`src/pkg/psf_consts.vh`:
```
/*
  Constants for the pressure sample buffer: register offsets, field positions,
  reset values and sizes. Included by the trim loader and the core; the staging FIFO does not include it.
*/
`ifndef PSF_CONSTS_VH
`define PSF_CONSTS_VH

// Register offsets
`define PSF_ADDR_THRESH_CFG    8'h0b
`define PSF_ADDR_INT_ROUTE     8'h12
`define PSF_ADDR_MODE_CTRL     8'h14
`define PSF_ADDR_WTM_LEVEL     8'h15
`define PSF_ADDR_INT_SOURCE    8'h24
`define PSF_ADDR_SAMPLE_COUNT  8'h25
`define PSF_ADDR_FLAG_STATUS   8'h26
`define PSF_ADDR_PRESS_XL      8'h28
`define PSF_ADDR_PRESS_L       8'h29
`define PSF_ADDR_PRESS_H       8'h2a
`define PSF_ADDR_TEMP_L        8'h2b
`define PSF_ADDR_TEMP_H        8'h2c
`define PSF_ADDR_BUF_XL        8'h78
`define PSF_ADDR_BUF_L         8'h79
`define PSF_ADDR_BUF_H         8'h7a

// Mode control fields
`define PSF_MODE_LSB           0
`define PSF_MODE_MSB           1
`define PSF_TRIG_BIT           2
`define PSF_STOP_WTM_BIT       3

// Interrupt routing enables
`define PSF_EN_DRDY_BIT        0
`define PSF_EN_OVR_BIT         2
`define PSF_EN_WTM_BIT         3
`define PSF_EN_FULL_BIT        4

// Flag status fields
`define PSF_ST_WTM_BIT         7
`define PSF_ST_OVR_BIT         6
`define PSF_ST_FULL_BIT        5

// Reset values
`define PSF_RST_BYTE           8'h00
`define PSF_RST_PRESS          24'h000000
`define PSF_RST_TEMP           16'h0000

// Sizes
`define PSF_DEPTH              8'h80
`define PSF_STAGE_DEPTH        16
`define PSF_STAGE_AW           4
`define PSF_TRIM_WORDS         4

`endif

```
`src/rtl/psf_stage_fifo.v`:
```
/*
  Staging FIFO between the conversion engine and the sample buffer core.
  Assumes both sides run on sys_clk; a word moves when valid and ready are both high.
*/
`timescale 1ns/1ps
module psf_stage_fifo #(
  parameter W     = 40,
  parameter DEPTH = 16,
  parameter AW    = 4
) (
  input  wire         sys_clk,
  input  wire         reset,
  input  wire [W-1:0] in_data,
  input  wire         in_valid,
  output wire         in_ready,
  output reg  [W-1:0] out_data,
  output wire         out_valid,
  input  wire         out_ready
);
  reg [W-1:0] mem [0:DEPTH-1];
  reg [AW-1:0] wr_ptr_q;
  reg [AW-1:0] rd_ptr_q;
  reg [AW:0]   count_q;
  wire         push;
  wire         pop;

  assign in_ready  = (count_q != DEPTH[AW:0]);
  assign out_valid = (count_q != {(AW+1){1'b0}});
  assign push      = in_valid & in_ready;
  assign pop       = out_valid & out_ready;

  always @* begin
    out_data = mem[rd_ptr_q];
  end

  always @(posedge sys_clk) begin
    if (push) begin
      mem[wr_ptr_q] <= in_data;
    end
  end

  always @(posedge sys_clk) begin
    if (reset) begin
      wr_ptr_q <= {AW{1'b0}};
      rd_ptr_q <= {AW{1'b0}};
      count_q  <= {(AW+1){1'b0}};
    end else begin
      if (push) begin
        wr_ptr_q <= wr_ptr_q + 1'b1;
      end
      if (pop) begin
        rd_ptr_q <= rd_ptr_q + 1'b1;
      end
      if (push && !pop) begin
        count_q <= count_q + 1'b1;
      end else if (pop && !push) begin
        count_q <= count_q - 1'b1;
      end
    end
  end
endmodule

```
`src/rtl/psf_trim_loader.v`:
```
/*
  Copies trimming bytes from nonvolatile storage into working registers after reset.
  Assumes the storage returns data one cycle after a read request.
*/
`timescale 1ns/1ps
`include "psf_consts.vh"
module psf_trim_loader (
  input  wire                         sys_clk,
  input  wire                         reset,
  output reg  [1:0]                   nv_rd_addr,
  output wire                         nv_rd_en,
  input  wire [7:0]                   nv_rd_data,
  output reg  [8*`PSF_TRIM_WORDS-1:0] trim_values,
  output wire                         trim_done
);
  localparam ST_REQ  = 2'd0;
  localparam ST_CAP  = 2'd1;
  localparam ST_DONE = 2'd2;

  reg [1:0] state_q;

  assign nv_rd_en  = (state_q == ST_REQ);
  assign trim_done = (state_q == ST_DONE);

  always @(posedge sys_clk) begin
    if (reset) begin
      state_q     <= ST_REQ;
      nv_rd_addr  <= 2'd0;
      trim_values <= {(8*`PSF_TRIM_WORDS){1'b0}};
    end else begin
      case (state_q)
        ST_REQ: begin
          state_q <= ST_CAP;
        end
        ST_CAP: begin
          trim_values[nv_rd_addr*8 +: 8] <= nv_rd_data;
          if (nv_rd_addr == 2'd3) begin
            state_q <= ST_DONE;
          end else begin
            nv_rd_addr <= nv_rd_addr + 2'd1;
            state_q    <= ST_REQ;
          end
        end
        ST_DONE: begin
          state_q <= ST_DONE;
        end
        default: begin
          state_q <= ST_REQ;
        end
      endcase
    end
  end
endmodule

```
`src/rtl/psf_core.v`:
```
/*
  Pressure sample buffer: result registers, 128-entry pressure FIFO with its modes,
  watermark, overrun, sample count, data-ready and interrupt routing.
  Assumes a serial interface front end that issues single-cycle register strobes
  on sys_clk and follows reg_next_addr for burst reads; conversion results and the
  threshold generator flag come from logic on the same clock.
*/
`timescale 1ns/1ps
`include "psf_consts.vh"
// Notes on behaviour
// - Buffer holds up to 128 pressure entries of 24 bits each.
// - Buffer active for codes 001, 011, 101, 110 and 111; trigger bit plus mode field pick behaviour.
// - Watermark flag set when unread count reaches or exceeds the watermark level.
// - Watermark level zero keeps the watermark flag low.
// - Overwriting an unread entry sets the overrun flag.
// - Eight-bit count of unread entries; 0 is empty, 128 is full.
// - Codes 000 and 100 bypass the buffer, which stays empty and is cleared.
// - Bypass keeps only the latest sample, overwriting the older one.
// - Code 001 stores samples until full, then drops new ones.
// - Stop-at-watermark bit limits usable depth to the watermark level.
// - Code 011 stores continuously; after draining, the next sample is read first.
// - Watermark, overrun and full events routable to the interrupt pin by enables.
// - Code 101 bypasses until interrupt-active rises, then stops when full.
// - Code 110 bypasses until interrupt-active rises, then stores continuously.
// - Pressure result is 24-bit signed across 28h, 29h, 2Ah.
// - Pressure codes scale at 4096 steps per hectopascal.
// - Buffered entries use the same format at 78h through 7Ah.
// - Temperature is 16-bit signed at 2Bh and 2Ch, 100 steps per degree.
// - Data-ready asserted when a new pressure and temperature pair is available.
// - Trimming values copied from nonvolatile storage before measurement starts.
// - Buffer reads auto-advance, wrapping from 7Ah to 78h; full drain 384 bytes.
// - Code 111 stores continuously until interrupt-active rises, then stops when full.
module psf_core (
  input  wire        sys_clk,
  input  wire        reset,
  input  wire [7:0]  reg_addr,
  input  wire        reg_wr,
  input  wire        reg_rd,
  input  wire [7:0]  reg_wdata,
  output reg  [7:0]  reg_rdata,
  output wire [7:0]  reg_next_addr,
  input  wire [23:0] sample_pressure,
  input  wire [15:0] sample_temperature,
  input  wire        sample_valid,
  output wire        sample_ready,
  input  wire        interrupt_active,
  input  wire [7:0]  interrupt_source,
  output wire [7:0]  threshold_interrupt_config,
  output reg         interrupt_ready_pin,
  output wire [1:0]  nv_rd_addr,
  output wire        nv_rd_en,
  input  wire [7:0]  nv_rd_data,
  output wire [31:0] trim_values,
  output wire        trim_done
);
  localparam B_BYPASS = 2'd0;
  localparam B_FIFO   = 2'd1;
  localparam B_CONT   = 2'd2;

  reg  [7:0]  thresh_cfg_q;
  reg  [7:0]  int_route_q;
  reg  [7:0]  mode_ctrl_q;
  reg  [7:0]  wtm_level_q;
  reg  [23:0] press_q;
  reg  [15:0] temp_q;
  reg  [23:0] buf_mem [0:127];
  reg  [6:0]  wr_ptr_q;
  reg  [6:0]  rd_ptr_q;
  reg  [7:0]  count_q;
  reg  [7:0]  count_d;
  reg         ovr_q;
  reg         drdy_q;
  reg         trig_seen_q;
  reg         ia_prev_q;
  reg  [1:0]  behave;
  reg  [7:0]  rdata_d;
  reg         push;
  reg         drop_oldest;
  wire [2:0]  mode_code;
  wire        stop_at_watermark;
  wire [6:0]  watermark_level;
  wire [7:0]  depth_limit;
  wire        ia_rise;
  wire        ctrl_wr;
  wire        clear_buf;
  wire        pop;
  wire        fifo_addr;
  wire        st_valid;
  wire        st_ready;
  wire [39:0] st_data;
  wire        take;
  wire        wtm_flag;
  wire        full_flag;
  wire [23:0] head;

  assign mode_code         = {mode_ctrl_q[`PSF_TRIG_BIT], mode_ctrl_q[`PSF_MODE_MSB:`PSF_MODE_LSB]};
  assign stop_at_watermark = mode_ctrl_q[`PSF_STOP_WTM_BIT];
  assign watermark_level   = wtm_level_q[6:0];
  assign threshold_interrupt_config = thresh_cfg_q;

  // Power-on copy of trimming bytes; sampling waits for it
  psf_trim_loader u_trim (
    .sys_clk     (sys_clk),
    .reset       (reset),
    .nv_rd_addr  (nv_rd_addr),
    .nv_rd_en    (nv_rd_en),
    .nv_rd_data  (nv_rd_data),
    .trim_values (trim_values),
    .trim_done   (trim_done)
  );

  psf_stage_fifo #(
    .W     (40),
    .DEPTH (`PSF_STAGE_DEPTH),
    .AW    (`PSF_STAGE_AW)
  ) u_stage (
    .sys_clk   (sys_clk),
    .reset     (reset),
    .in_data   ({sample_temperature, sample_pressure}),
    .in_valid  (sample_valid),
    .in_ready  (sample_ready),
    .out_data  (st_data),
    .out_valid (st_valid),
    .out_ready (st_ready)
  );

  assign fifo_addr = (reg_addr == `PSF_ADDR_BUF_XL) || (reg_addr == `PSF_ADDR_BUF_L) ||
                     (reg_addr == `PSF_ADDR_BUF_H);
  // Hold new samples while trimming loads, a buffer read or a mode write is in flight
  assign st_ready  = trim_done & ~(reg_rd & fifo_addr) & ~ctrl_wr;
  assign take      = st_valid & st_ready;

  // Burst address wraps inside the buffered output window
  assign reg_next_addr = (reg_addr == `PSF_ADDR_BUF_H) ? `PSF_ADDR_BUF_XL : reg_addr + 8'h01;

  assign ctrl_wr   = reg_wr && (reg_addr == `PSF_ADDR_MODE_CTRL);
  assign clear_buf = ctrl_wr && (reg_wdata[`PSF_MODE_MSB:`PSF_MODE_LSB] == 2'b00);
  assign ia_rise   = interrupt_active & ~ia_prev_q;

  // Usable depth shrinks to the watermark when requested
  assign depth_limit = (stop_at_watermark && watermark_level != 7'd0) ?
                       {1'b0, watermark_level} : `PSF_DEPTH;

  // Behaviour selection from mode code and trigger history
  always @* begin
    case (mode_code)
      3'b001: behave = B_FIFO;
      3'b011: behave = B_CONT;
      3'b101: behave = trig_seen_q ? B_FIFO : B_BYPASS;
      3'b110: behave = trig_seen_q ? B_CONT : B_BYPASS;
      3'b111: behave = trig_seen_q ? B_FIFO : B_CONT;
      default: behave = B_BYPASS;
    endcase
  end

  assign pop = reg_rd && (reg_addr == `PSF_ADDR_BUF_H) && (count_q != 8'h00);

  always @* begin
    push        = 1'b0;
    drop_oldest = 1'b0;
    if (take) begin
      case (behave)
        B_FIFO: begin
          push = (count_q < depth_limit);
        end
        B_CONT: begin
          push        = 1'b1;
          drop_oldest = (count_q >= depth_limit);
        end
        default: begin
          push = 1'b0;
        end
      endcase
    end
  end

  always @* begin
    count_d = count_q;
    if (push && !drop_oldest && !pop) begin
      count_d = count_q + 8'h01;
    end else if (pop && !(push && !drop_oldest)) begin
      count_d = count_q - 8'h01;
    end
  end

  assign wtm_flag  = (watermark_level != 7'd0) && (count_q >= {1'b0, watermark_level});
  assign full_flag = (count_q >= depth_limit);
  assign head      = buf_mem[rd_ptr_q];

  always @(posedge sys_clk) begin
    if (push) begin
      buf_mem[wr_ptr_q] <= st_data[23:0];
    end
  end

  // Buffer pointers, count and overrun
  always @(posedge sys_clk) begin
    if (reset) begin
      wr_ptr_q <= 7'd0;
      rd_ptr_q <= 7'd0;
      count_q  <= 8'h00;
      ovr_q    <= 1'b0;
    end else if (clear_buf) begin
      wr_ptr_q <= 7'd0;
      rd_ptr_q <= 7'd0;
      count_q  <= 8'h00;
      ovr_q    <= 1'b0;
    end else begin
      if (push) begin
        wr_ptr_q <= wr_ptr_q + 7'd1;
      end
      if (pop || drop_oldest) begin
        rd_ptr_q <= rd_ptr_q + 7'd1;
      end
      if (drop_oldest && pop) begin
        rd_ptr_q <= rd_ptr_q + 7'd2;
      end
      count_q <= count_d;
      if (drop_oldest) begin
        ovr_q <= 1'b1;
      end else if (reg_rd && reg_addr == `PSF_ADDR_FLAG_STATUS) begin
        ovr_q <= 1'b0;
      end
    end
  end

  // Trigger history for the triggered modes
  always @(posedge sys_clk) begin
    if (reset) begin
      trig_seen_q <= 1'b0;
      ia_prev_q   <= 1'b0;
    end else begin
      ia_prev_q <= interrupt_active;
      if (ctrl_wr) begin
        trig_seen_q <= 1'b0;
      end else if (ia_rise && mode_code[2] && mode_code != 3'b100) begin
        trig_seen_q <= 1'b1;
      end
    end
  end

  // Result registers always carry the latest conversion
  always @(posedge sys_clk) begin
    if (reset) begin
      press_q <= `PSF_RST_PRESS;
      temp_q  <= `PSF_RST_TEMP;
      drdy_q  <= 1'b0;
    end else begin
      if (take) begin
        press_q <= st_data[23:0];
        temp_q  <= st_data[39:24];
      end
      if (take) begin
        drdy_q <= 1'b1;
      end else if (reg_rd && reg_addr == `PSF_ADDR_PRESS_H) begin
        drdy_q <= 1'b0;
      end
    end
  end

  // Configuration registers
  always @(posedge sys_clk) begin
    if (reset) begin
      thresh_cfg_q <= `PSF_RST_BYTE;
      int_route_q  <= `PSF_RST_BYTE;
      mode_ctrl_q  <= `PSF_RST_BYTE;
      wtm_level_q  <= `PSF_RST_BYTE;
    end else if (reg_wr) begin
      case (reg_addr)
        `PSF_ADDR_THRESH_CFG: thresh_cfg_q <= reg_wdata;
        `PSF_ADDR_INT_ROUTE:  int_route_q  <= reg_wdata;
        `PSF_ADDR_MODE_CTRL:  mode_ctrl_q  <= reg_wdata;
        `PSF_ADDR_WTM_LEVEL:  wtm_level_q  <= {1'b0, reg_wdata[6:0]};
        default:              thresh_cfg_q <= thresh_cfg_q;
      endcase
    end
  end

  // Read multiplexer
  always @* begin
    case (reg_addr)
      `PSF_ADDR_THRESH_CFG:   rdata_d = thresh_cfg_q;
      `PSF_ADDR_INT_ROUTE:    rdata_d = int_route_q;
      `PSF_ADDR_MODE_CTRL:    rdata_d = mode_ctrl_q;
      `PSF_ADDR_WTM_LEVEL:    rdata_d = wtm_level_q;
      `PSF_ADDR_INT_SOURCE:   rdata_d = interrupt_source;
      `PSF_ADDR_SAMPLE_COUNT: rdata_d = count_q;
      `PSF_ADDR_FLAG_STATUS:  rdata_d = {wtm_flag, ovr_q, full_flag, 5'b00000};
      `PSF_ADDR_PRESS_XL:     rdata_d = press_q[7:0];
      `PSF_ADDR_PRESS_L:      rdata_d = press_q[15:8];
      `PSF_ADDR_PRESS_H:      rdata_d = press_q[23:16];
      `PSF_ADDR_TEMP_L:       rdata_d = temp_q[7:0];
      `PSF_ADDR_TEMP_H:       rdata_d = temp_q[15:8];
      `PSF_ADDR_BUF_XL:       rdata_d = (count_q != 8'h00) ? head[7:0] : 8'h00;
      `PSF_ADDR_BUF_L:        rdata_d = (count_q != 8'h00) ? head[15:8] : 8'h00;
      `PSF_ADDR_BUF_H:        rdata_d = (count_q != 8'h00) ? head[23:16] : 8'h00;
      default:                rdata_d = 8'h00;
    endcase
  end

  always @(posedge sys_clk) begin
    if (reset) begin
      reg_rdata           <= 8'h00;
      interrupt_ready_pin <= 1'b0;
    end else begin
      if (reg_rd) begin
        reg_rdata <= rdata_d;
      end
      interrupt_ready_pin <= (int_route_q[`PSF_EN_DRDY_BIT] & drdy_q) |
                             (int_route_q[`PSF_EN_OVR_BIT] & ovr_q) |
                             (int_route_q[`PSF_EN_WTM_BIT] & wtm_flag) |
                             (int_route_q[`PSF_EN_FULL_BIT] & full_flag);
    end
  end
endmodule

```
`config.mk`:
```
export PLATFORM = sky130hd
export DESIGN_NAME = psf_core
export DESIGN_NICKNAME = d
export VERILOG_FILES = /design/src/rtl/psf_stage_fifo.v /design/src/rtl/psf_trim_loader.v /design/src/rtl/psf_core.v
export VERILOG_INCLUDE_DIRS = /design/src /design/src/pkg
export SDC_FILE = /design/constraint.sdc
export NUM_CORES = 2
export LEC_CHECK = 0
export BUFFER_PORTS_ARGS = -buffer_cell sky130_fd_sc_hd__buf_4
export CAP_MARGIN = 30
export CORE_MARGIN = 5
export CORE_UTILIZATION = 35
export CTS_BUF_LIST = sky130_fd_sc_hd__clkbuf_16
export DETAILED_ROUTE_END_ITERATION = 6
export PLACE_DENSITY = 0.59
export SLEW_MARGIN = 30
export SYNTH_ARGS = -nofsm -noshare
export SYNTH_HDL_FRONTEND = slang
export SYNTH_SLANG_ARGS = --single-unit
```
`constraint.sdc`:
```
create_clock -name sys_clk -period 11.6 [get_ports sys_clk]
set_input_delay 1.16 -clock sys_clk [delete_from_list [all_inputs] [get_ports sys_clk]]
set_output_delay 1.16 -clock sys_clk [all_outputs]
set_load 0.03 [all_outputs]
```
After elaboration in Yosys (flattened, before gate mapping)
Memories as Yosys holds them, arrays and structs flattened. A register that Yosys moved wholly into a read port is not among the register bits.
Cells that the tools add are included.
Widths: inputs -> output; s select.
Operators by class
  bitwise operators: 17
  add/sub/neg operators: 12
  equal/unequal tests: 27
  magnitude comparators: 3
  reduce and logical (&&, ||, !) cells: 41
  mux-type cells: 35
  shifts and indexed selects: 2
Operator list (number)
  $pmux 8 s15: 1
  $eq 8x6->1 const B: 8
  $mux 8: 7
  $neg 5->34: 1
  $shift 8x34->32 const A: 1
  $shiftx 8x34->32: 1
  $bwmux 32: 1
  $mux 7: 4
  $eq 8x5->1 const B: 3
  $eq 8x7->1 const B: 3
  $add 8x1->8 const B: 2
  $logic_and 1x1->1: 16
  $add 7x1->7 const B: 2
  $mux 1: 12
  $and 1x1->1: 10
  $mux 5: 2
  $pmux 2 s5: 1
  $reduce_and 2->1: 5
  $reduce_bool 2->1: 5
  $eq 3x3->1 const B: 3
  $add 4x1->4 const B: 2
  $eq 8x4->1 const B: 1
  $ge 8x7->1: 1
  $ge 8x8->1: 1
  25 further kinds: 44
Word-level totals
  input bits: 78
  memories: 2
  register bits: 155
  logic and storage cells: 160
  memory bits (writable): 3712
  output and inout bits: 62
Memories
  buf_mem: words 128, bits a word 24, rd ports 1, clocked after memory_dff 1, wr ports 1, line psf_core.v:66  | reg [23:0] buf_mem [0:127];
  u_stage.mem: words 16, bits a word 40, rd ports 1, clocked after memory_dff 1, wr ports 1, line psf_stage_fifo.v:20  | reg [W-1:0] mem [0:DEPTH-1];

Depth between registers and ports, before layout
  depth in word-level cells: 15
  mapped depth: 22
  depth with buffers taken out: 20

Cells and area by module
A second synthesis with hierarchy kept.
Second synthesis, totals
  cell total of the unflattened synthesis: 7051
  area, all modules: 149756.1 um^2
Modules (own cells, without submodules)
  psf_core: instances 1, cells each 5804, sequential area each 94510.6 um^2, area each 123427.1 um^2
  psf_stage_fifo: instances 1, cells each 1088, sequential area each 19558.8 um^2, area each 24828.8 um^2
  psf_trim_loader: instances 1, cells each 159, sequential area each 720.7 um^2, area each 1500.2 um^2

Worst setup path after synthesis
Ideal clock, no wire load.
  path type: in2reg
  from: input sample_valid
  to: memory u_stage.mem[3][0] (enable)
  data required time: 11.113 ns
  data arrival time: 4.455 ns
  stages on the path: 4
  setup slack: 6.658 ns
  buffers on the path: 1
  setup time: 0.487 ns
  cell sequence: and2_1 > clkbuf_1 > nand2_1 > nor3_1
Between the ends
  longest elaborated chain between the ends: 3
Ends and longest elaborated chain
  start: declaration: line psf_core.v:44  | input wire sample_valid,
  $and 1x1->1: line psf_stage_fifo.v:29  | assign push = in_valid & in_ready;
  via u_stage.push: line psf_stage_fifo.v:24  | wire push;
  $mux 1: line psf_stage_fifo.v:37  | if (push) begin
  $mux 1 (not written as such): line psf_stage_fifo.v:38  | mem[wr_ptr_q] <= in_data;
  end: declaration: line psf_stage_fifo.v:20
The timed path passes the listed nets, and every way through them passes these cells.

==> metrics.txt <==
critical path type reg2reg; CP Launch Type flip-flop; area grow syn2layout 14.9%; ys flop type edfxtp_1; Final min period roughly 5500 ps; CTS Buffer Depth 4; std cell rows 240; crit-path max cell delay around 870 ps; Max Clock Skew between 70 and 80 ps; max-slew violation count 0; Post-Syn Area between 150000 and 200000 um2; Sum Neg Setup Slack 0 ps; cell area power density 169 nW/um2; total core area 428000 um2; layout cells sized above 1 0.270; # setup viols final 0; Worst VDD drop 171 uV; largest net degree at the start of global routing about 120; Initial Utilization 0.352; max_slew headroom 0.260; number of max-cap violations 0; synth warn 0; Global Route met2 Usage 0.298; Leak about 52 nW; fin crit share 0.471; GRT busiest layer met2; WP data arrival 6270 ps; Num CTS Buffers 396; Die Height about 670 um; CTS tree built; Skew-Pair Late Insertion Delay roughly 970 ps; DRC errors left 0; IO buf count approximately 140; Critical path buffers and inverters 2; post-synthesis cell type count ~90; drt wl/cell about 32 um; outcome finished clean; Routability Congestion 0.909; critical path fanouts, max 93; Detailed Place HPWL ~260000 um; cell count after synthesis just over 7000; syn_nets ~7300; area of the multi-input gates approximately 34000 um2; syn avg cell area around 21 um2; EDFF count, synth about 3700; Fillers between 30000 and 40000; vias per cell 5.64; Vias 76600; register area approximately 110000 um2; initial antenna violation count 30; Hold WC Path Type in2reg; RSZ-0062 raised after global routing false; Clock Pin Slew Worst Setup and Hold Paths around 60 ps; slowest stage cell, crit path o31ai_1; part of the Yosys area used for sequential elements 0.764; vias in the first global route between 70000 and 80000; Post-CTS Setup Inserts 0; fmax 183 MHz; CP cell instances buf_12 -> buf_4 -> mux4_2 -> a22oi_1 -> nand4_1 -> nand3_1 -> nand4b_1 -> o31ai_1 -> a221oi_1; worst r2r path cells 9; async set-reset flop share out of synthesis 0; CTS H-Tree Depth 5; CP Data Required Time about 12000 ps; worst slew pin tran 1110 ps; 1st-pass router iterations 7; Iteration-0 DRC Markers between 10000 and 15000; CP Capture Type flip-flop; hold buffer count at cts 0; placed inst area about 160000 um2; DIE WIDTH 665 um; CP delay by family, top compound AO/OA/AOI/OAI gates; GR Util All Layers 0.190; global route overflow 0; fin area ~170000 um2; I/O pins between 100 and 150; clk sinks ~3900; clk root buf clkbuf_16; first-pass GRT wire length 604000 um; Fin. Hold Viols 0; fin nets 7689; WHS Path Cells 2; met3 track demand over resource 0.0355; final wirelength around 430000 um; most common cell after layout, fill and taps aside edfxtp_1; Post-CTS Resized 0; full die area roughly 440000 um2; FF+latch count, synth between 3000 and 4000; met1 Use GR 0.263; critical path depth 9; Routed Antenna Nets 0; most frequent cells in the layout 3712 x edfxtp_1, 911 x mux4_2, 401 x clkbuf_16, 364 x buf_4, 276 x nand2_1
## flip-flops by register name (all words and copies together) (netlist names), 16 cells and up, named ones only
register            flops
buf_mem              3072
u_stage.mem           640
u_trim.trim_values     32
press_q                24
temp_q                 16
## stage by stage
| step | worst slack, ps | total power [mW] | utilization | instances | hold WS [ps] |
|---|---|---|---|---|---|
| after floorplan | 6660 | 16.5 | - | 7158 | 436 |
| after global placement | 5340 | 16.9 | 0.372 | 12800 | 441 |
| after detailed placement | 5610 | 17.0 | 0.373 | 12800 | 453 |
| after CTS | 6170 | 29.4 | 0.403 | 13600 | 390 |
| after global routing | 5910 | 30.1 | 0.404 | 13600 | 444 |
| final | 6130 | 29.3 | 0.404 | 13600 | 449 |
## power by group
group,total [mW],switching [mW],internal [mW]
Clock,12.6,5.39,7.16
Sequential,15.8,0.0214,15.7
Combinational,0.940,0.796,0.144
Total,29.3,6.21,23.0
## synth_stat cells, drive strengths merged (6+ instances only)
| cell type | instances | share of area |
|---|---|---|
| nor2 | 327 | 0.0082 |
| o32ai | 9 | 0.00052 |
| a221oi | 29 | 0.0017 |
| and2 | 30 | 0.0013 |
| nand4b | 6 | 0.00035 |
| a21o | 11 | 0.00055 |
| clkbuf | 156 | 0.0039 |
| o211ai | 16 | 0.00080 |
| a311oi | 9 | 0.00052 |
| nand4 | 37 | 0.0015 |
| o2111ai | 7 | 0.00041 |
| buf | 242 | 0.0099 |
| mux4 | 935 | 0.14 |
| nand2b | 23 | 0.0010 |
| a32oi | 15 | 0.00087 |
| xor2 | 11 | 0.00064 |
| nor4b | 10 | 0.00062 |
| o21ai | 49 | 0.0016 |
| nor2b | 49 | 0.0021 |
| a2111oi | 8 | 0.00051 |
| a31oi | 22 | 0.00092 |
| a211oi | 24 | 0.0012 |
| nand3 | 105 | 0.0035 |
| o221ai | 23 | 0.0013 |
| a21oi | 127 | 0.0042 |
| nor4 | 19 | 0.00079 |
| dfxtp | 166 | 0.022 |
| xnor2 | 22 | 0.0013 |
| a22o | 24 | 0.0014 |
| o22ai | 41 | 0.0017 |
| mux2i | 220 | 0.015 |
| o21a | 10 | 0.00050 |
| a222oi | 10 | 0.00067 |
| edfxtp | 3712 | 0.74 |
| nor3 | 37 | 0.0012 |
| ha | 46 | 0.0038 |
| a21boi | 6 | 0.00030 |
| inv | 31 | 0.00077 |
| or3 | 9 | 0.00037 |
| mux2 | 27 | 0.0020 |
| nand2 | 277 | 0.0070 |
| or2 | 8 | 0.00033 |
| a221o | 8 | 0.00053 |
| a22oi | 124 | 0.0062 |
| and3 | 20 | 0.00083 |
## cells by family (layout without fill, tap and decap cells)
| logic type | count (synthesis) | count (layout) | share of synthesized area |
|---|---|---|---|
| xor gates and xnor gates | 33 | 33 | 0.00192 |
| AOI/OAI and AO/OA | 609 | 609 | 0.0287 |
| muxes | 1182 | 1182 | 0.157 |
| buffers and inverters | 430 | 1168 | 0.0146 |
| and+or+nand+nor | 978 | 978 | 0.0304 |
| DFF | 3878 | 3878 | 0.764 |
| other | 0 | 6 | 0 |
| adders and majority gates | 48 | 48 | 0.00409 |
## per-layer routing
layer | vias up | wire length, um | share of wire
met2 | 3849 | 201000 | 0.47
met1 | 41200 | 171000 | 0.40
met4 | 8 | 18500 | 0.043
li1 | 30800 | - | -
met5 | - | 60 | 0.00014
met3 | 784 | 38800 | 0.090
## worst paths after layout
kind | startpoint | slack, ps | to
max | flip-flop | 6130 | reg_rdata[5]$_SDFFE_PP0P_
min | interrupt_active | 450 | ia_prev_q$_SDFF_PP0_
max reg2reg | flip-flop | 6130 | reg_rdata[5]$_SDFFE_PP0P_
min reg2reg | press_q[8]$_SDFFE_PP0P_ | 460 | press_q[8]$_SDFFE_PP0P_
## cell type report
cell class / count / share of cell area
Clock inverter: 330 / 0.0160
Timing Repair Buffer: 405 / 0.0209
Sequential cell: 3878 / 0.665
Inverter: 32 / 0.000754
Clock buffer: 401 / 0.0581
Tap cell: 5687 / 0.0412
Antenna cell: 6 / 0.0000869
Multi-Input combinational cell: 2850 / 0.198
No activity file was read; power rests on OpenSTA's default activity.
